<file path="config.mk">
export PLATFORM = sky130hd
export DESIGN_NAME = sppm_top
export DESIGN_NICKNAME = d
export VERILOG_FILES = /design/src/sppm_pkg.sv /design/src/sppm_port.sv /design/src/sppm_top.sv
export SDC_FILE = /design/constraint.sdc
export NUM_CORES = 1
export LEC_CHECK = 0
export ABC_AREA = 1
export BUFFER_PORTS_ARGS = -buffer_cell sky130_fd_sc_hd__buf_4
export CORE_MARGIN = 2
export CORE_UTILIZATION = 56
export DETAILED_ROUTE_END_ITERATION = 10
export PLACE_DENSITY_LB_ADDON = 0.3
export RECOVER_POWER = 100
export SLEW_MARGIN = 40
export SYNTH_ARGS = -nofsm -noshare
export SYNTH_HDL_FRONTEND = slang
export SYNTH_SLANG_ARGS = --single-unit
</file>
<file path="constraint.sdc">
create_clock -name CLOCK -period 12.38 [get_ports CLOCK]
set_input_delay 1.238 -clock CLOCK [delete_from_list [all_inputs] [get_ports CLOCK]]
set_output_delay 1.238 -clock CLOCK [all_outputs]
set_load 0.02 [all_outputs]
</file>
<file path="src/sppm_pkg.sv">
package sppm_pkg;

  // ****************************************
  // Sizes
  // ****************************************
  localparam int NUM_PORTS = 8;
  localparam int NUM_DS = NUM_PORTS - 1;
  localparam int TO_W = 16;
  localparam int TICK_W = 16;
  localparam logic [TICK_W-1:0] TICK_CYCLES = 16'h00C8;

  // ****************************************
  // Power state field encodings
  // ****************************************
  localparam logic [1:0] PSF_D0 = 2'h0;
  localparam logic [1:0] PSF_D3HOT = 2'h3;
  localparam logic CONTEXT_KEPT_RESET = 1'h1;

  // ****************************************
  // Bridge power states
  // ****************************************
  typedef enum logic [1:0] {
    DS_D0_UNINIT = 2'h0,
    DS_D0_ACTIVE = 2'h1,
    DS_D3_HOT = 2'h3,
    DS_D3_COLD = 2'h2
  } sppm_dstate_t;

  // ****************************************
  // Turn-off aggregation states
  // ****************************************
  typedef enum logic [1:0] {
    AG_IDLE = 2'h0,
    AG_COLLECT = 2'h1,
    AG_SCHED = 2'h3,
    AG_DONE = 2'h2
  } sppm_agg_t;

  // ****************************************
  // TLP dispositions
  // ****************************************
  localparam logic [1:0] DISP_NORMAL = 2'h0;
  localparam logic [1:0] DISP_UR = 2'h1;
  localparam logic [1:0] DISP_UC = 2'h2;
  localparam logic [1:0] DISP_ROUTE = 2'h3;

endpackage : sppm_pkg

</file>
<file path="src/sppm_port.sv">
`timescale 1ns/1ps
module sppm_port
  import sppm_pkg::*;
(
  input wire logic clock,
  input wire logic sys_rst,
  input wire logic tick,
  input wire logic is_downstream,
  input wire logic pme_capable,
  input wire logic psf_wr,
  input wire logic [1:0] psf_wdata,
  input wire logic configured,
  input wire logic power_removed,
  input wire logic wake_req,
  input wire logic wake_status_clr,
  input wire logic [TO_W-1:0] wake_to,
  input wire logic turnoff_fwd,
  input wire logic ack_rx,
  input wire logic [TO_W-1:0] ack_to,
  output sppm_dstate_t dstate,
  output logic wake_status,
  output logic wake_send,
  output logic ack_done,
  output logic ack_timeout
);
  // ****************************************
  // Device power state
  // ****************************************
  sppm_dstate_t next_dstate;
  always_comb begin
    next_dstate = dstate;
    case (dstate)
      DS_D0_UNINIT: if (configured) next_dstate = DS_D0_ACTIVE;
      DS_D0_ACTIVE: if (psf_wr && psf_wdata == PSF_D3HOT) next_dstate = DS_D3_HOT;
      DS_D3_HOT: begin
        if (power_removed) next_dstate = DS_D3_COLD;
        else if (psf_wr && psf_wdata == PSF_D0) next_dstate = DS_D0_UNINIT;
      end
      DS_D3_COLD: next_dstate = DS_D3_COLD;
      default: next_dstate = DS_D0_UNINIT;
    endcase
  end
  always_ff @(posedge clock or posedge sys_rst) begin
    if (sys_rst) dstate <= DS_D0_UNINIT;
    else dstate <= next_dstate;
  end

  // ****************************************
  // Wake message service timer
  // ****************************************
  logic [TO_W-1:0] wake_cnt;
  logic wake_ok;
  assign wake_ok = is_downstream && pme_capable && dstate == DS_D3_HOT && !power_removed;
  always_ff @(posedge clock or posedge sys_rst) begin
    if (sys_rst) begin
      wake_status <= 1'h0;
      wake_send <= 1'h0;
      wake_cnt <= '0;
    end else begin
      wake_send <= 1'h0;
      if (wake_ok && wake_req && !wake_status) begin
        wake_status <= 1'h1;
        wake_send <= 1'h1;
        wake_cnt <= wake_to;
      end else if (wake_status && wake_status_clr && !(wake_ok && wake_req)) begin
        wake_status <= 1'h0;
      end else if (wake_status && wake_ok && tick) begin
        if (wake_cnt == '0) begin
          wake_send <= 1'h1;
          wake_cnt <= wake_to;
        end else begin
          wake_cnt <= wake_cnt - 1'h1;
        end
      end
    end
  end

  // ****************************************
  // Turn-off acknowledge timer
  // ****************************************
  logic ack_wait;
  logic [TO_W-1:0] ack_cnt;
  always_ff @(posedge clock or posedge sys_rst) begin
    if (sys_rst) begin
      ack_wait <= 1'h0;
      ack_done <= 1'h0;
      ack_timeout <= 1'h0;
      ack_cnt <= '0;
    end else if (turnoff_fwd) begin
      ack_wait <= 1'h1;
      ack_done <= 1'h0;
      ack_timeout <= 1'h0;
      ack_cnt <= ack_to;
    end else if (ack_wait) begin
      if (ack_rx) begin
        ack_wait <= 1'h0;
        ack_done <= 1'h1;
      end else if (tick) begin
        if (ack_cnt == '0) begin
          ack_wait <= 1'h0;
          ack_done <= 1'h1;
          ack_timeout <= 1'h1;
        end else begin
          ack_cnt <= ack_cnt - 1'h1;
        end
      end
    end
  end
endmodule : sppm_port

</file>
<file path="src/sppm_top.sv">
// Function
// - Each downstream bridge power state affects only its own port.
// - Port in D3hot requests link L1 regardless of other ports.
// - Upstream low power plus all acks puts whole switch low power.
// - States D0 uninit, D0 active, D3hot, D3cold; reset to D0 uninit.
// - D3hot on power state write; D3cold only on power removal.
// - D0 write from D3hot returns to D0 uninit, context kept.
// - In D3hot, type 0 config and own messages still served.
// - In D3hot, other primary-side requests are unsupported.
// - In D3hot, TLP-caused errors reported; other errors dropped.
// - In D3hot, own completions unexpected; passing completions routed.
// - In D3hot, secondary-side requests are unsupported.
// - No wake messages from D3cold; downstream ports send from D3hot.
// - Resend wake message when status not cleared before time-out.
// - Turn-off from upstream forwarded on all active downstream ports.
// - Ack upstream and L2/L3 ready only after all downstream acks.
// - TLP before ack scheduled abandons collection; later TLPs droppable.
// - Abandoning TLP handled, forwarded, or link retrained then forwarded.
// - Abandonment leaves downstream turn-off exchanges running.
// - No downstream ack before time-out counts as ack, link L2/L3 ready.
// - Return to D0 uninit stops wake messages.
`timescale 1ns/1ps
module sppm_top
  import sppm_pkg::*;
(
  // Clock and reset
  input wire logic CLOCK,
  input wire logic SYS_RST,
  // Power state control, per port (0 is upstream)
  input wire logic [sppm_pkg::NUM_PORTS-1:0] PSF_WR,
  input wire logic [2*sppm_pkg::NUM_PORTS-1:0] PSF_WDATA,
  input wire logic [sppm_pkg::NUM_PORTS-1:0] CONFIGURED,
  input wire logic POWER_REMOVED,
  output logic [2*sppm_pkg::NUM_PORTS-1:0] PORT_DSTATE,
  output logic [sppm_pkg::NUM_PORTS-1:0] CONTEXT_KEPT_FLAG,
  output logic [sppm_pkg::NUM_PORTS-1:0] LINK_L1_REQ,
  output logic DEVICE_LOW_POWER,
  // Wake messages, per port
  input wire logic [sppm_pkg::NUM_PORTS-1:0] PME_CAPABLE,
  input wire logic [sppm_pkg::NUM_PORTS-1:0] WAKE_REQ,
  input wire logic [sppm_pkg::NUM_PORTS-1:0] WAKE_STATUS_CLR,
  input wire logic [sppm_pkg::TO_W*sppm_pkg::NUM_PORTS-1:0] WAKE_MSG_TIMEOUT_VALUE,
  output logic [sppm_pkg::NUM_PORTS-1:0] WAKE_EVENT_STATUS,
  output logic [sppm_pkg::NUM_PORTS-1:0] WAKE_MSG_SEND,
  // Incoming TLP classification
  input wire logic [sppm_pkg::NUM_PORTS-1:0] TLP_VALID,
  input wire logic [sppm_pkg::NUM_PORTS-1:0] TLP_SECONDARY,
  input wire logic [sppm_pkg::NUM_PORTS-1:0] TLP_IS_REQ,
  input wire logic [sppm_pkg::NUM_PORTS-1:0] TLP_CFG0,
  input wire logic [sppm_pkg::NUM_PORTS-1:0] TLP_MSG_SELF,
  input wire logic [sppm_pkg::NUM_PORTS-1:0] TLP_CPL_SELF,
  output logic [2*sppm_pkg::NUM_PORTS-1:0] TLP_DISP,
  // Error message gating
  input wire logic [sppm_pkg::NUM_PORTS-1:0] ERR_REQ,
  input wire logic [sppm_pkg::NUM_PORTS-1:0] ERR_FROM_TLP,
  output logic [sppm_pkg::NUM_PORTS-1:0] ERR_SEND,
  // Turn-off and acknowledge
  input wire logic TURNOFF_RX,
  input wire logic UP_TLP_RX,
  input wire logic [sppm_pkg::NUM_PORTS-1:0] PORT_ACTIVE,
  input wire logic [sppm_pkg::NUM_PORTS-1:0] ACK_RX,
  input wire logic [sppm_pkg::TO_W*sppm_pkg::NUM_PORTS-1:0] TURNOFF_ACK_TIMEOUT_VALUE,
  output logic [sppm_pkg::NUM_PORTS-1:0] TURNOFF_FWD,
  output logic [sppm_pkg::NUM_PORTS-1:0] ACK_TIMEOUT,
  output logic [sppm_pkg::NUM_PORTS-1:0] LINK_L23_REQ,
  output logic ACK_UP_SEND,
  output logic AGG_ABANDONED,
  output logic UP_TLP_DROP,
  // Retrain for abandoning TLP
  input wire logic [sppm_pkg::NUM_PORTS-1:0] PORT_IN_L0,
  input wire logic [sppm_pkg::NUM_PORTS-1:0] TLP_TARGET,
  output logic [sppm_pkg::NUM_PORTS-1:0] RETRAIN_REQ,
  output logic [sppm_pkg::NUM_PORTS-1:0] TLP_FWD
);
  import sppm_pkg::*;

  // ****************************************
  // Time unit tick
  // ****************************************
  logic [TICK_W-1:0] tick_cnt;
  logic tick;
  assign tick = tick_cnt == '0;
  always_ff @(posedge CLOCK or posedge SYS_RST) begin
    if (SYS_RST) tick_cnt <= '0;
    else if (tick) tick_cnt <= TICK_CYCLES - 1'h1;
    else tick_cnt <= tick_cnt - 1'h1;
  end

  // ****************************************
  // Per-port power logic
  // ****************************************
  sppm_dstate_t dst [NUM_PORTS];
  logic [NUM_PORTS-1:0] d3hot;
  logic [NUM_PORTS-1:0] ack_done;
  logic [NUM_PORTS-1:0] fwd;
  logic [NUM_PORTS-1:0] pend;
  logic [NUM_PORTS-1:0] disp_hi;
  logic [NUM_PORTS-1:0] disp_lo;
  sppm_agg_t agg;
  logic whole_d3;

  genvar g;
  generate
    for (g = 0; g < NUM_PORTS; g++) begin : g_port
      sppm_port u_port (
        .clock(CLOCK),
        .sys_rst(SYS_RST),
        .tick(tick),
        .is_downstream(g != 0),
        .pme_capable(PME_CAPABLE[g]),
        .psf_wr(PSF_WR[g]),
        .psf_wdata(PSF_WDATA[2*g +: 2]),
        .configured(CONFIGURED[g]),
        .power_removed(POWER_REMOVED),
        .wake_req(WAKE_REQ[g]),
        .wake_status_clr(WAKE_STATUS_CLR[g]),
        .wake_to(WAKE_MSG_TIMEOUT_VALUE[TO_W*g +: TO_W]),
        .turnoff_fwd(fwd[g]),
        .ack_rx(ACK_RX[g]),
        .ack_to(TURNOFF_ACK_TIMEOUT_VALUE[TO_W*g +: TO_W]),
        .dstate(dst[g]),
        .wake_status(WAKE_EVENT_STATUS[g]),
        .wake_send(WAKE_MSG_SEND[g]),
        .ack_done(ack_done[g]),
        .ack_timeout(ACK_TIMEOUT[g])
      );
      assign PORT_DSTATE[2*g +: 2] = dst[g];
      assign d3hot[g] = dst[g] == DS_D3_HOT;
      assign CONTEXT_KEPT_FLAG[g] = CONTEXT_KEPT_RESET;
      assign LINK_L1_REQ[g] = d3hot[g];
      assign fwd[g] = (g != 0) && TURNOFF_RX && PORT_ACTIVE[g];
      assign TURNOFF_FWD[g] = fwd[g];
      assign pend[g] = (g != 0) && PORT_ACTIVE[g] && !ack_done[g];

      // TLP disposition in D3hot
      always_comb begin
        disp_hi[g] = 1'h0;
        disp_lo[g] = 1'h0;
        if (d3hot[g] || whole_d3) begin
          if (!TLP_IS_REQ[g]) begin
            {disp_hi[g], disp_lo[g]} = TLP_CPL_SELF[g] ? DISP_UC : DISP_ROUTE;
          end else if (TLP_SECONDARY[g]) begin
            {disp_hi[g], disp_lo[g]} = DISP_UR;
          end else if (TLP_CFG0[g] || TLP_MSG_SELF[g]) begin
            {disp_hi[g], disp_lo[g]} = DISP_NORMAL;
          end else begin
            {disp_hi[g], disp_lo[g]} = DISP_UR;
          end
        end else if (!TLP_IS_REQ[g] && !TLP_CPL_SELF[g]) begin
          {disp_hi[g], disp_lo[g]} = DISP_ROUTE;
        end
      end
    end
  endgenerate

  // ****************************************
  // Registered TLP disposition and errors
  // ****************************************
  always_ff @(posedge CLOCK or posedge SYS_RST) begin
    if (SYS_RST) begin
      TLP_DISP <= '0;
      ERR_SEND <= '0;
    end else begin
      for (int i = 0; i < NUM_PORTS; i++) begin
        TLP_DISP[2*i +: 2] <= TLP_VALID[i] ? {disp_hi[i], disp_lo[i]} : DISP_NORMAL;
        ERR_SEND[i] <= ERR_REQ[i] && (!(d3hot[i] || whole_d3) || ERR_FROM_TLP[i]);
      end
    end
  end

  // ****************************************
  // Turn-off acknowledge aggregation
  // ****************************************
  sppm_agg_t next_agg;
  always_comb begin
    next_agg = agg;
    case (agg)
      AG_IDLE: if (TURNOFF_RX) next_agg = AG_COLLECT;
      AG_COLLECT: begin
        if (UP_TLP_RX) next_agg = AG_IDLE;
        else if (pend == '0) next_agg = AG_SCHED;
      end
      AG_SCHED: next_agg = AG_DONE;
      AG_DONE: if (TURNOFF_RX) next_agg = AG_COLLECT;
      default: next_agg = AG_IDLE;
    endcase
  end
  always_ff @(posedge CLOCK or posedge SYS_RST) begin
    if (SYS_RST) agg <= AG_IDLE;
    else agg <= next_agg;
  end
  assign ACK_UP_SEND = agg == AG_SCHED;
  assign UP_TLP_DROP = UP_TLP_RX && (agg == AG_SCHED || agg == AG_DONE);
  assign whole_d3 = dst[0] == DS_D3_HOT;

  always_ff @(posedge CLOCK or posedge SYS_RST) begin
    if (SYS_RST) begin
      AGG_ABANDONED <= 1'h0;
      DEVICE_LOW_POWER <= 1'h0;
    end else begin
      if (agg == AG_COLLECT && UP_TLP_RX) AGG_ABANDONED <= 1'h1;
      else if (TURNOFF_RX) AGG_ABANDONED <= 1'h0;
      DEVICE_LOW_POWER <= (dst[0] == DS_D3_HOT || dst[0] == DS_D3_COLD) && agg == AG_DONE;
    end
  end

  // ****************************************
  // Link L2/L3 ready and retrain
  // ****************************************
  always_ff @(posedge CLOCK or posedge SYS_RST) begin
    if (SYS_RST) begin
      LINK_L23_REQ <= '0;
      RETRAIN_REQ <= '0;
      TLP_FWD <= '0;
    end else begin
      LINK_L23_REQ[0] <= agg == AG_SCHED || (LINK_L23_REQ[0] && !TURNOFF_RX && !UP_TLP_RX);
      RETRAIN_REQ[0] <= 1'h0;
      TLP_FWD[0] <= 1'h0;
      for (int i = 1; i < NUM_PORTS; i++) begin
        if (fwd[i]) LINK_L23_REQ[i] <= 1'h0;
        else if (ack_done[i]) LINK_L23_REQ[i] <= 1'h1;
        if (TLP_TARGET[i] && !PORT_IN_L0[i]) RETRAIN_REQ[i] <= 1'h1;
        else if (PORT_IN_L0[i]) RETRAIN_REQ[i] <= 1'h0;
        TLP_FWD[i] <= TLP_TARGET[i] && PORT_IN_L0[i];
      end
    end
  end
endmodule : sppm_top

</file>
# Word level (Yosys, flattened, before mapping)
# Cells that the tools add are included.
# classes
mux	347
bitwise_logic	2
reduce_logical	340
addsub	16
eq_ne	82
# ops
operator	n
16-bit two-way mux	64
16-bit zero test	16
16-bit by 1-bit subtractor with 16-bit output, second input constant	16
1-bit two-way mux	231
1-bit logical AND	121
2-bit nonzero test	50
2-bit two-way mux	43
2-bit one-hot mux with 4 select lines	8
4-bit AND reduction	16
2-bit by 1-bit != test with 1-bit output, second input constant	30
1-bit zero test	55
2-bit == test, second input constant	26
3-bit AND reduction	15
3-bit nonzero test	14
2-bit zero test	17
1-bit logical OR	26
3-bit by 2-bit != test with 1-bit output, second input constant	8
2-bit by 1-bit == test with 1-bit output, second input constant	9
2-bit != test, second input constant	8
2-bit AND reduction	8
8-bit zero test	1
2-bit one-hot mux with 3 select lines	1
3-bit != test, second input constant	1
1-bit inverter	2
2-bit OR reduction	1
# word_totals
output_inout_bits	116
register_bits	359
word_cells	869
in_bits	413

# Longest topological paths before layout
# Gate-level depths: netlist (run 1).
# logic_depth
depth_word	8
mapped_depth	13
mapped_depth_nobuf	13

# Modules after synthesis
# Synthesis (run 1) repeated with hierarchy kept, for this count alone.
# unflattened
hier_cells	3958
hier_area_um2	26023.7
# modules_own_cells
module	n_inst	cells_per_inst	area_per_inst_um2	seq_area_each_um2
sppm_port at g_port[0].u_port ...	5	446	2847.7	975.9
sppm_top	1	386	3106.7	1651.6
sppm_port at g_port[5].u_port	1	457	2965.3	975.9
sppm_port at g_port[7].u_port	1	444	2872.8	975.9
sppm_port at g_port[6].u_port	1	441	2840.2	975.9

# Worst setup path before layout (run 1)
# OpenSTA, ideal clock, no wires.
# synth_timing
kind	input port to output port
start	input TURNOFF_RX
end	output TURNOFF_FWD[7] (netlist name)
stages	6
t_arrival_ns	2.240
required_ns	11.142
path_slack_ns	8.902
n_path_buf	4
path_cell_list	buf_2 nand2_1 buf_2 clkinv_1 buf_2 buf_4
# synth_via
elab_chain_cells	1
# synth_rtl
item	line_no	text
start, declared	sppm_top.sv:58	input wire logic TURNOFF_RX,
1-bit logical AND	sppm_top.sv:131	assign fwd[g] = (g != 0) && TURNOFF_RX && PORT_ACTIVE[g];
end, declared	sppm_top.sv:63	output logic [sppm_pkg::NUM_PORTS-1:0] TURNOFF_FWD,
# No other way between the ends.

==> out/qor.yml, run 1 <==
yosys:
  synth_top_area_cell: "dfrtp_1"
  async_reset_ff_share_pct: 100
  post_synth.cell_area_avg_um2: 6.51
  synth_most_common_cell: "nand2_1"
  synthCells: 3649
  synth.area.top_cells: "dfrtp_1 (38%), nand2_1 (23%), nor2_1 (7.2%)"
  yosysSeqAreaShare_pct: 37.8
  synth_top_area_share_pct: 37.8
  syn-cell-area_um2: 23700
  yosys_warnings: 0
  synth-main-ff-cell: "dfrtp_1"
  synth_cell_type_count: 50
  synth_commonest_cells: "nand2_1 (1430), nor2_1 (453), inv_1 (413)"
  synth-edff-count: 0
  ys_ff_latch: 359
die:
  die_h_um: 210
  ios: 529
  dieWidth_um: 210
  initial_core_util_pct: 56.7
  core_um2: 41900
  dieArea_um2: 44100
  rows: 75
power:
  vdd_ir_drop_max_mv: 0.161
  power_leakage_uw: 0.0153
  total_power_uw: 5450
  powerDensity_nw_per_um2: 195
clock_tree:
  ctsLongestPathBuffers: 3
  cts_tree: "yes"
  root_buffer: "clkbuf_16"
  cts_buffers: 42
  cts-hold-fix-buffers: 0
  post_cts_buffers: 0
  cts.sinks: 359
  clkTransAtPathRegs_ps: 60
  cts-resized-gates: 0
  clk_latency_ps: 570
  h-tree-depth: 2
grt:
  grt_pass1_vias: 21900
  gr-usage-all-layers_pct: 29.3
  grt-ovfl-total: 0
  grt_pass1_wl_um: 106000
  grt_max_degree: 104
  antenna_found_initial: 2
sta:
  fin_tns_setup_ps: 0
  fin_crit_sh_pct: 57.4
  max_freq_ghz: 0.141
  drv_slew: 426
  worst_pin_slew_ps: 4660
  timing.final.crit_period_ps: 7100
  slew_headroom_pct: -212
  hold_viol: 0
  rsz0062_at_grt: "no"
  finClkSkew_ps: 20.3
  setup_viol: 0
  fin_ws_ps: 5280
place:
  dpl.cell_count: 4559
  routabilityCongestion: 0.953
  place_hpwl_um: 47800
  place_ws_ps: 8050
  port_buffers: 477
routing:
  route.antenna.remaining_nets: 0
  drc: 0
  drtIter0Drc: 1988
  post_drt_wl_per_cell_um: 14.1
  via_per_inst: 5.14
  drt-total-wl_um: 65400
  num_vias: 23800
  first_pass_iters: 7
critical_path:
  crit_path_max_fanout: 103
  cp-end-kind: "async pin"
  path_class: "primary input to async pin"
  path_delay_family: "buffers and inverters"
  cpMaxStageDelayCell: "clkbuf_1"
  crit_arrival_ps: 6880
  cp.buffers_inverters: 3
  worst_path_largest_cell_delay_ps: 2870
  crit_path_start_kind: "primary input"
  crit_chain: "clkbuf_4 > clkinvlp_2 > clkbuf_1"
  reg2reg_slack_ps: 7830
  cp.required_ps: 12160
outcome:
  violations: "capacitance limit, slew limit"
  status: "complete, but fails checks"
layout:
  drive_gt1_share_pct: 12.1
  final_cells: 4631
  nFillCells: 3828
  finalNetCount: 4508
  seq_area_um2: 8980
  multi_input_area_um2: 12200
  synthToLayoutAreaGrowth_pct: 17.8
min_path:
  hold_class: "flip-flop to flip-flop"
flow_run:
  drv_cap: 9
## layout make-up
cell class / count / area share, %
flip-flops and latches: 359 / 32.1
diodes: 1 / 0.00895
inverters: 430 / 5.80
clock buffers: 57 / 4.32
multi-input cells: 2747 / 43.5
well taps: 539 / 2.41
clock inverters: 14 / 0.380
repair buffers: 484 / 11.4
## routing by layer
| metal | vias up | global-route usage, % | part of all wire, % |
|---|---|---|---|
| met3 | 142 | 5.18 | 7.3 |
| met4 | 2 | 11.5 | 3.5 |
| met1 | 10800 | 38.6 | 42 |
| met5 | - | 0 | 0.024 |
| li1 | 12100 | - | - |
| met2 | 758 | 48.2 | 47 |
## state kept, by name (all words and copies together), names as in the netlist, 2 cells and up
register,flops
tick_cnt,16
ERR_SEND,8
LINK_L23_REQ,8
g_port.u_port.ack_cnt,128
agg,2
g_port.u_port.wake_status,7
g_port.u_port.ack_timeout,8
g_port.u_port.wake_send,7
TLP_DISP,16
RETRAIN_REQ,7
g_port.u_port.ack_done,7
g_port.u_port.wake_cnt,112
TLP_FWD,7
g_port.u_port.dstate,16
g_port.u_port.ack_wait,8
## path summary, 6_finish.rpt
check                             from                           end  cells past startpoint
setup / recovery               SYS_RST  g_port[1].u_port.wake_cnt[0]                      3
min in group asynchronous      SYS_RST  g_port[4].u_port.wake_status                      2
hold / removal             tick_cnt[0]                   tick_cnt[0]                      1
max in group CLOCK          TURNOFF_RX                TURNOFF_FWD[4]                      4
setup reg to reg           tick_cnt[0]  g_port[3].u_port.wake_cnt[4]                      9
hold reg to reg            tick_cnt[0]                   tick_cnt[0]                      1
## cell families after synthesis
logic type,after synthesis,synth area share [%]
AND/OR/NAND/NOR,2308,40.2
buffers and inverters,554,10.3
flip-flops,359,37.8
AO/OA/AOI/OAI,331,7.58
XOR/XNOR,63,2.32
adder cells (fa/ha/maj),31,1.63
other,2,0.0316
multiplexers,1,0.0422
## worst reg2reg max path, cell delays in order, from the launching register on
cell and delay (ps):
dfrtp_1 380, inv_1 110, ha_1 230, nand2_1 90
nor2_1 140, nand2_2 60, nor2_1 1490, nand3_1 920
nand2_1 790, o21ai_0 190
## layout by cell type, fill, tap and decap left out, types with 7 or more instances in the layout
master     instances
o2111ai_1          8
nand2_1         1439
inv_1            417
dfrtp_1          359
clkbuf_8           8
nand3b_1          22
clkinv_2          10
ha_1              31
clkbuf_1         124
nor2_1           465
nand4_1           21
nor2_2             8
nand3_1          299
a21oi_1           37
conb_1            13
or2_2             11
xor2_1            49
buf_4            356
a21boi_0           7
clkbuf_16         43
xnor2_1           14
nor3_1            11
nand2_2           18
o31ai_1           11
o21ai_0          244
clkbuf_4           9
## report_power, final
part | switching [µW] | internal, µW | total (µW)
registers | 352 | 1510 | 1860
logic | 1540 | 841 | 2380
clock network | 514 | 701 | 1210
total | 2400 | 3050 | 5450
## metrics by stage
stage | hold slack [ps] | cell area (µm²) | utilization [%]
after floorplan | 409 | 23800 | -
after global placement | 422 | 27300 | 65.2
after detailed placement | 431 | 27300 | 65.2
after CTS | 440 | 28600 | 68.4
after global routing | 467 | 28000 | 66.8
final | 440 | 28000 | 66.8
No activity file was read; power rests on OpenSTA's default activity.
==> inputs of run 2 (changes only) <==
--- a/config.mk
+++ b/config.mk
@@ -5,11 +5,11 @@
 export SDC_FILE = /design/constraint.sdc
 export NUM_CORES = 1
 export LEC_CHECK = 0
-export ABC_AREA = 1
+export ABC_AREA = 0
 export BUFFER_PORTS_ARGS = -buffer_cell sky130_fd_sc_hd__buf_4
-export CORE_MARGIN = 2
-export CORE_UTILIZATION = 56
+export CORE_AREA = 2 2 206 208
 export DETAILED_ROUTE_END_ITERATION = 10
+export DIE_AREA = 0 0 208 210
 export PLACE_DENSITY_LB_ADDON = 0.3
 export RECOVER_POWER = 100
 export SLEW_MARGIN = 40
==> constraint.sdc (replaced) <==
create_clock -name CLOCK -period 7.4 [get_ports CLOCK]
set_input_delay 0.74 -clock CLOCK [delete_from_list [all_inputs] [get_ports CLOCK]]
set_output_delay 0.74 -clock CLOCK [all_outputs]
set_load 0.02 [all_outputs]
==> run 2 against run 1 <==
Net effect:
- the run still ends with capacitance limit, slew limit left
- cell area decreased by 8.6%
- sequential share of layout area increased by 3.0 points
- non-clock buffer count increased by 19
- global-route usage decreased by 0.93 points
- worst setup slack got worse by 2400 ps
- cell count decreased by 29%
- critical path depth increased by 5
- largest cell class unchanged
- largest power group is now registers
- highest routed layer unchanged
==> out/qor.yml, run 2 <==
place:
  port_buffers: 477  # unchanged
  place_ws_ps: 4210  # -3840 ps
  placed_cell_area_um2: 24600  # -9.7%
  routabilityCongestion: 0.924  # -3.0%
  place_hpwl_um: 46000  # -3.9%
  dpl.cell_count: 3221  # -29%
critical_path:
  crit_chain: "inv_1 > ha_1 > or4b_1 > nor3_1 > clkbuf_1 > o2111ai_1 > o311a_1 > or3_1"
  cp-end-kind: "flip-flop"
  cpMaxStageDelayCell: "or4b_1"
  cp.required_ps: 7830  # -4330 ps
  crit_path_max_fanout: 14  # -86%
  crit_arrival_ps: 4940  # -1940 ps
  path_class: "flip-flop to flip-flop"
  worst_path_largest_cell_delay_ps: 890  # -1980 ps
  crit_path_start_kind: "flip-flop"
routing:
  drc: 0  # unchanged
  drt-total-wl_um: 63500  # -2.9%
  num_vias: 19800  # -17%
  first_pass_iters: 6  # -1
  post_drt_wl_per_cell_um: 19.2  # +36%
  via_per_inst: 6.00  # +17%
  drtIter0Drc: 1611  # -19%
  route.antenna.remaining_nets: 0  # unchanged
power:
  p_int_uw: 4080  # +34%
  vdd_ir_drop_max_mv: 0.198  # +23%
  powerDensity_nw_per_um2: 230  # +18%
  p_seq_share_pct: 41.6  # +7.5 points
  pwr-share-clk_pct: 37.4  # +15 points
  power_leakage_uw: 0.0112  # -27%
  switching_share_pct: 30.7  # -13 points
  switchingPower_uw: 1800  # -25%
  combPwrFrac_pct: 21.0  # -23 points
die:
  dieWidth_um: 208  # -0.91%
  ios: 529  # unchanged
  dieArea_um2: 43700  # -0.87%
  die_h_um: 210  # about the same
  rows: 75  # unchanged
  core_um2: 41500  # -0.90%
  initial_core_util_pct: 50.1  # -6.6 points
layout:
  layout_top_registers: "g_port.u_port.ack_cnt (128), g_port.u_port.wake_cnt (112)"
  stdcell_area_um2: 25600  # -8.6%
  multi_input_area_um2: 10700  # -12%
  final_cell_mix: "buf_4 (384), dfrtp_1 (359), nor2_1 (273)"
  nFillCells: 3581  # -6.5%
  seq_area_um2: 8980  # unchanged
  synthToLayoutAreaGrowth_pct: 23.1
  final_common_cell: "buf_4"
  largest_reg_flops: 128  # unchanged
  drive_gt1_share_pct: 18.2  # +6.2 points
  final_cells: 3308  # -29%
  regMostFlops: "g_port.u_port.ack_cnt"
  finalNetCount: 3171  # -30%
clock_tree:
  clkTransAtPathRegs_ps: 60  # about the same
  root_buffer: "clkbuf_16"
  post_cts_buffers: 0  # unchanged
  cts_tree: "yes"
  ctsLongestPathBuffers: 3  # unchanged
  h-tree-depth: 2  # unchanged
  cts_buffers: 42  # unchanged
  clk_latency_ps: 570  # about the same
  cts-hold-fix-buffers: 0  # unchanged
  cts.sinks: 359  # unchanged
  cts-resized-gates: 0  # unchanged
sta:
  fin_tns_setup_ps: 0  # unchanged
  max_freq_ghz: 0.222
  slew_headroom_pct: -134  # +78 points
  timing.final.crit_period_ps: 4500
  finClkSkew_ps: 17.4  # -2.97 ps
  worst_pin_slew_ps: 3510  # -1150 ps
  setup_viol: 0  # unchanged
  fin_crit_sh_pct: 60.9
  fin_ws_ps: 2900  # -2380 ps
  drv_slew: 252  # -41%
  hold_viol: 0  # unchanged
  rsz0062_at_grt: "no"
  holdWs_ps: 324  # -116 ps
yosys:
  synth-main-ff-cell: "dfrtp_1"
  post_synth.cell_area_avg_um2: 9.01  # +38%
  syn-cell-area_um2: 20800  # -13%
  ys_ff_latch: 359  # unchanged
  synth-edff-count: 0  # unchanged
  synth_cell_type_count: 83  # +66%
  yosys_warnings: 0  # unchanged
  synth_top_area_cell: "dfrtp_1"
  yosysSeqAreaShare_pct: 43.2  # +5.4 points
  synth.area.top_cells: "dfrtp_1 (43%), nor2_1 (4.9%), o21ai_0 (3.9%)"
  async_reset_ff_share_pct: 100  # unchanged
  synth_commonest_cells: "dfrtp_1 (359), nor2_1 (273), o21ai_0 (161)"
  synth_top_area_share_pct: 43.2  # +5.4 points
  synth_most_common_cell: "dfrtp_1"
  synthCells: 2306  # -37%
grt:
  grt-ovfl-total: 0  # unchanged
  grt_max_degree: 147  # +41%
  antenna_found_initial: 11  # +9
  gr-usage-all-layers_pct: 28.4  # -0.93 points
  grt_pass1_wl_um: 101000  # -4.8%
  grt_pass1_vias: 19200  # -12%
min_path:
  hold_class: "primary input to flip-flop"
outcome:
  status: "complete, but fails checks"
  violations: "capacitance limit, slew limit"
flow_run:
  drv_cap: 10  # +1
==> run 2: changes by cell type after synthesis, sizes merged, moves of 70 or more <==
cell   before  now
nand2    1457  121
inv       423   99
nand3     305   58
nor2      477  273
a31oi       5   94
o21ai     248  164
mux2i       1   79
or4         0   72
nor3       11   81
==> run 2: kinds of logic (layout without fill, tap and decap cells) <==
| group | Yosys count | after routing | synth area share [%] |
|---|---|---|---|
| xor gates and xnor gates | 41 | 41 | 1.73 |
| other | 2 | 21 | 0.0361 |
| AOI/OAI and AO/OA | 588 | 588 | 18.7 |
| adders and majority gates | 31 | 31 | 1.87 |
| muxes | 83 | 83 | 4.02 |
| and+or+nand+nor | 964 | 964 | 25.2 |
| DFF | 359 | 359 | 43.2 |
| buffers and inverters | 238 | 682 | 5.29 |
==> run 2: through the flow <==
step / power, µW / utilization [%]
after floorplan: 3240 / -
after global placement: 3680 / 59.2
after detailed placement: 3740 / 59.4
after CTS: 5960 / 62.9
after global routing: 6180 / 61.6
final: 5880 / 61.6
==> run 2: critical path, delay by kind of cell, from the launching register on <==
family	cells	cell delay [ps]
DFF	1	380
buffers and inverters	2	730
and+or+nand+nor	3	1930
adders and majority gates	1	160
AOI/OAI and AO/OA	2	1160
==> run 2: layer usage <==
layer / global-route usage (%) / part of all wire, %
met3: 8.21 / 8.5
met4: 9.61 / 2.7
met2: 45.6 / 47
met5: 0 / 0.066
met1: 36.9 / 41
==> run 2: layout make-up <==
type | count | share of cell area, %
multi-input combinational | 1720 | 41.7
antenna | 8 | 0.0783
clock buffer | 69 | 5.15
inverter | 101 | 1.49
timing repair buffer | 503 | 13.2
clock inverter | 9 | 0.577
tap | 539 | 2.64
sequential | 359 | 35.1
==> run 2: path summary, 6_finish.rpt <==
check | from | endpoint | slack [ps] | cells past startpoint
max | tick_cnt[0] | g_port[7].u_port.ack_cnt[13] | 2900 | 8
min in group asynchronous | SYS_RST | g_port[7].u_port.dstate[0] | 1100 | 3
min | PORT_IN_L0[6] | RETRAIN_REQ[6] | 320 | 2
min reg2reg | tick_cnt[0] | tick_cnt[0] | 450 | 1
max reg2reg | tick_cnt[0] | g_port[7].u_port.ack_cnt[13] | 2900 | 8
max in group asynchronous | SYS_RST | g_port[4].u_port.ack_cnt[10] | 3720 | 4
==> run 2: power groups by stage <==
stage / logic (µW) / registers (µW) / clock network, µW
final: 1230 / 2450 / 2200
after floorplan: 783 / 2460 / 0
after global routing: 1380 / 2480 / 2320
after detailed placement: 1270 / 2470 / 0
after CTS: 1280 / 2440 / 2240
after global placement: 1230 / 2460 / 0
==> inputs of run 3 (changes only) <==
==> constraint.sdc (replaced) <==
create_clock -name CLOCK -period 4.3 [get_ports CLOCK]
set_input_delay 0.43 -clock CLOCK [delete_from_list [all_inputs] [get_ports CLOCK]]
set_output_delay 0.43 -clock CLOCK [all_outputs]
set_load 0.02 [all_outputs]
==> run 3 against run 2 <==
Net effect:
- the flow still finishes with violations (capacitance limit, slew limit)
- clock skew down 3.6 ps
- flip-flop and latch count unchanged
- global-route usage up 0.31 points
- via count up 0.13%
- fmax up 22%
- utilization up 0.44 points
- sequential power up 72%
- cell count up 0.36%
- sequential share of layout area down 0.25 points
- wire length up 1.3%
- total power up 74%
- non-clock buffer count up 7
- critical endpoint is now g_port[6].u_port.wake_cnt[14]
- highest routed layer unchanged
==> out/qor.yml, run 3 (synthesized netlist as in run 2, its figures left out) <==
routing:
  drc: 0  # unchanged
  drtIter0Drc: 1519  # -5.7%
  route.antenna.remaining_nets: 0  # unchanged
  post_drt_wl_per_cell_um: 19.4  # +0.96%
  via_per_inst: 5.98  # -0.23%
  drt-total-wl_um: 64400  # +1.3%
  first_pass_iters: 5  # -1
  num_vias: 19900  # +0.13%
layout:
  final_cells: 3320  # +0.36%
  drive_gt1_share_pct: 18.9  # +0.64 points
  regMostFlops: "g_port.u_port.ack_cnt"
  layout_top_registers: "g_port.u_port.ack_cnt (128), g_port.u_port.wake_cnt (112)"
  multi_input_area_um2: 10700  # +0.70%
  seq_area_um2: 8980  # unchanged
  nFillCells: 3626  # +1.3%
  synthToLayoutAreaGrowth_pct: 23.9
  final_common_cell: "buf_4"
  largest_reg_flops: 128  # unchanged
  finalNetCount: 3179  # +0.25%
  final_cell_mix: "buf_4 (387), dfrtp_1 (359), nor2_1 (271)"
clock_tree:
  cts_buffers: 43  # +2.4%
  root_buffer: "clkbuf_16"
  cts_tree: "yes"
  cts-resized-gates: 0  # unchanged
  cts.sinks: 359  # unchanged
  clk_latency_ps: 570  # about the same
  clkTransAtPathRegs_ps: 60  # about the same
  h-tree-depth: 2  # unchanged
  ctsLongestPathBuffers: 3  # unchanged
min_path:
  min_from: "TLP_CPL_SELF[1]"
  hold_class: "primary input to flip-flop"
  holdPathEnd: "TLP_DISP[3]"
  hold_depth: 2  # unchanged
sta:
  finClkSkew_ps: 13.8  # -3.61 ps
  worst_pin_slew_ps: 2460  # -1050 ps
  setup_viol: 0  # unchanged
  rsz0062_at_grt: "no"
  max_freq_ghz: 0.271  # +22%
  timing.final.crit_period_ps: 3680  # -820 ps
  holdWs_ps: 34.9  # -289 ps
  fin_crit_sh_pct: 85.7  # +25 points
  hold_viol: 0  # unchanged
  drv_slew: 387  # +54%
  slew_headroom_pct: -63.8  # +70 points
die:
  rows: 75  # unchanged
  ios: 529  # unchanged
  initial_core_util_pct: 50.1  # unchanged
  dieWidth_um: 208  # unchanged
  die_h_um: 210  # unchanged
  dieArea_um2: 43700  # unchanged
  core_um2: 41500  # unchanged
critical_path:
  crit_chain: "nor4_1 > nand4_1 > buf_4 > a21boi_1 > o21ai_0 > o2bb2ai_1"
  rr_endpoint: "g_port[6].u_port.wake_cnt[14]"
  cpMaxStageDelayCell: "a21boi_1"
  cp-end-kind: "flip-flop"
  cp.required_ps: 4670  # -3160 ps
  path_class: "flip-flop to flip-flop"
  crit_path_max_fanout: 18  # +4
  r2r-start: "tick_cnt[12]"
  worst_path_largest_cell_delay_ps: 1080  # +190 ps
  rr_worst_depth: 6  # -2
  crit_arrival_ps: 4050  # -890 ps
  reg2reg_slack_ps: 620  # -2280 ps
  crit_path_start_kind: "flip-flop"
grt:
  antenna_found_initial: 14  # +3
  grt-ovfl-total: 0  # unchanged
  grt_pass1_vias: 19400  # +0.68%
  grt_pass1_wl_um: 102000  # +0.81%
  grt_max_degree: 132  # -10%
  gr-usage-all-layers_pct: 28.7  # +0.31 points
power:
  switchingPower_uw: 3130  # +74%
  power_leakage_uw: 0.0113  # +0.76%
  powerDensity_nw_per_um2: 398  # +73%
  vdd_ir_drop_max_mv: 0.278  # +41%
  p_seq_share_pct: 41.2  # -0.4 points
  combPwrFrac_pct: 20.8  # -0.2 points
  p_int_uw: 7100  # +74%
  switching_share_pct: 30.6  # -0.045 points
  pwr-share-clk_pct: 38.0  # +0.6 points
place:
  place_hpwl_um: 46900  # +2.0%
  dpl.cell_count: 3221  # unchanged
  routabilityCongestion: 0.943  # +2.1%
  port_buffers: 477  # unchanged
flow_run:
  drv_cap: 6  # -4
outcome:
  violations: "capacitance limit, slew limit"
  status: "complete, but fails checks"
run 3: cell count changes in the layout (fill, tap and decap cells not counted), sizes merged:
cell         delta
clkbuf          -7
dlygate4sd3     +8
bufinv          +2
clkinvlp        -1
clkinv          +5
diode           +5
run 3: power by group through the flow:
stage | Sequential, µW | Clock [µW] | Combinational [µW]
2_1_floorplan | 4230 | 0 | 1350
3_3_place_gp | 4230 | 0 | 2120
4_1_cts | 4200 | 3960 | 2210
5_1_grt | 4280 | 4110 | 2370
6_report | 4220 | 3890 | 2130
3_5_place_dp | 4250 | 0 | 2190
run 3: layer usage:
layer / up-vias / GRT usage [%] / part of all wire, %
met3: 154 / 8.10 / 8.1
met1: 9579 / 37.0 / 41
met4: 6 / 12.5 / 4.0
met5: - / 0 / 0.056
met2: 737 / 45.3 / 46
li1: 9383 / - / -
run 3: area by class of cell:
class | count | area share (%)
inverter | 101 | 1.48
sequential | 359 | 34.9
clock inverter | 15 | 0.875
multi-input combinational | 1720 | 41.7
timing repair buffer | 510 | 13.4
tap | 539 | 2.62
antenna | 13 | 0.126
clock buffer | 63 | 4.95
run 3: timing repair:
item,in CTS,in global routing
hold buffers,8,0
setup buffers,0,0
hold endpoints to repair,18,0
run 3: worst max-delay path by stage:
| stage | from | to | slack (ps) | cells after the start |
|---|---|---|---|---|
| 2_1_floorplan | SYS_RST | AGG_ABANDONED | -940 | 1 |
| 3_3_place_gp | tick_cnt[0] | g_port[2].u_port.ack_cnt[3] | 1060 | 7 |
| 3_5_place_dp | tick_cnt[0] | g_port[7].u_port.ack_cnt[13] | 980 | 8 |
| 4_1_cts | tick_cnt[0] | g_port[7].u_port.ack_cnt[13] | 960 | 8 |
| 5_1_grt | tick_cnt[13] | g_port[4].u_port.wake_cnt[9] | 500 | 6 |
| 6_report | tick_cnt[12] | g_port[6].u_port.wake_cnt[14] | 620 | 6 |
run 3: worst max-delay path, delay by kind of cell (launching register included):
family	cells	cell delay (ps)
compound gates	3	1550
simple gates	2	1090
flops	1	420
buf+inv	1	410
run 3: metrics by stage:
step           utilization, %  TNS [ps]  worst slack (ps)  area, µm²  total power [µW]
6_report                 62.1         0               616      25700             10200
5_1_grt                  62.1         0               498      25700             10800
4_1_cts                  63.2         0               963      26200             10400
3_5_place_dp             59.4         0               983      24600              6450
3_3_place_gp             59.3         0              1060      24600              6340
2_1_floorplan               -   -338280              -942      20800              5570
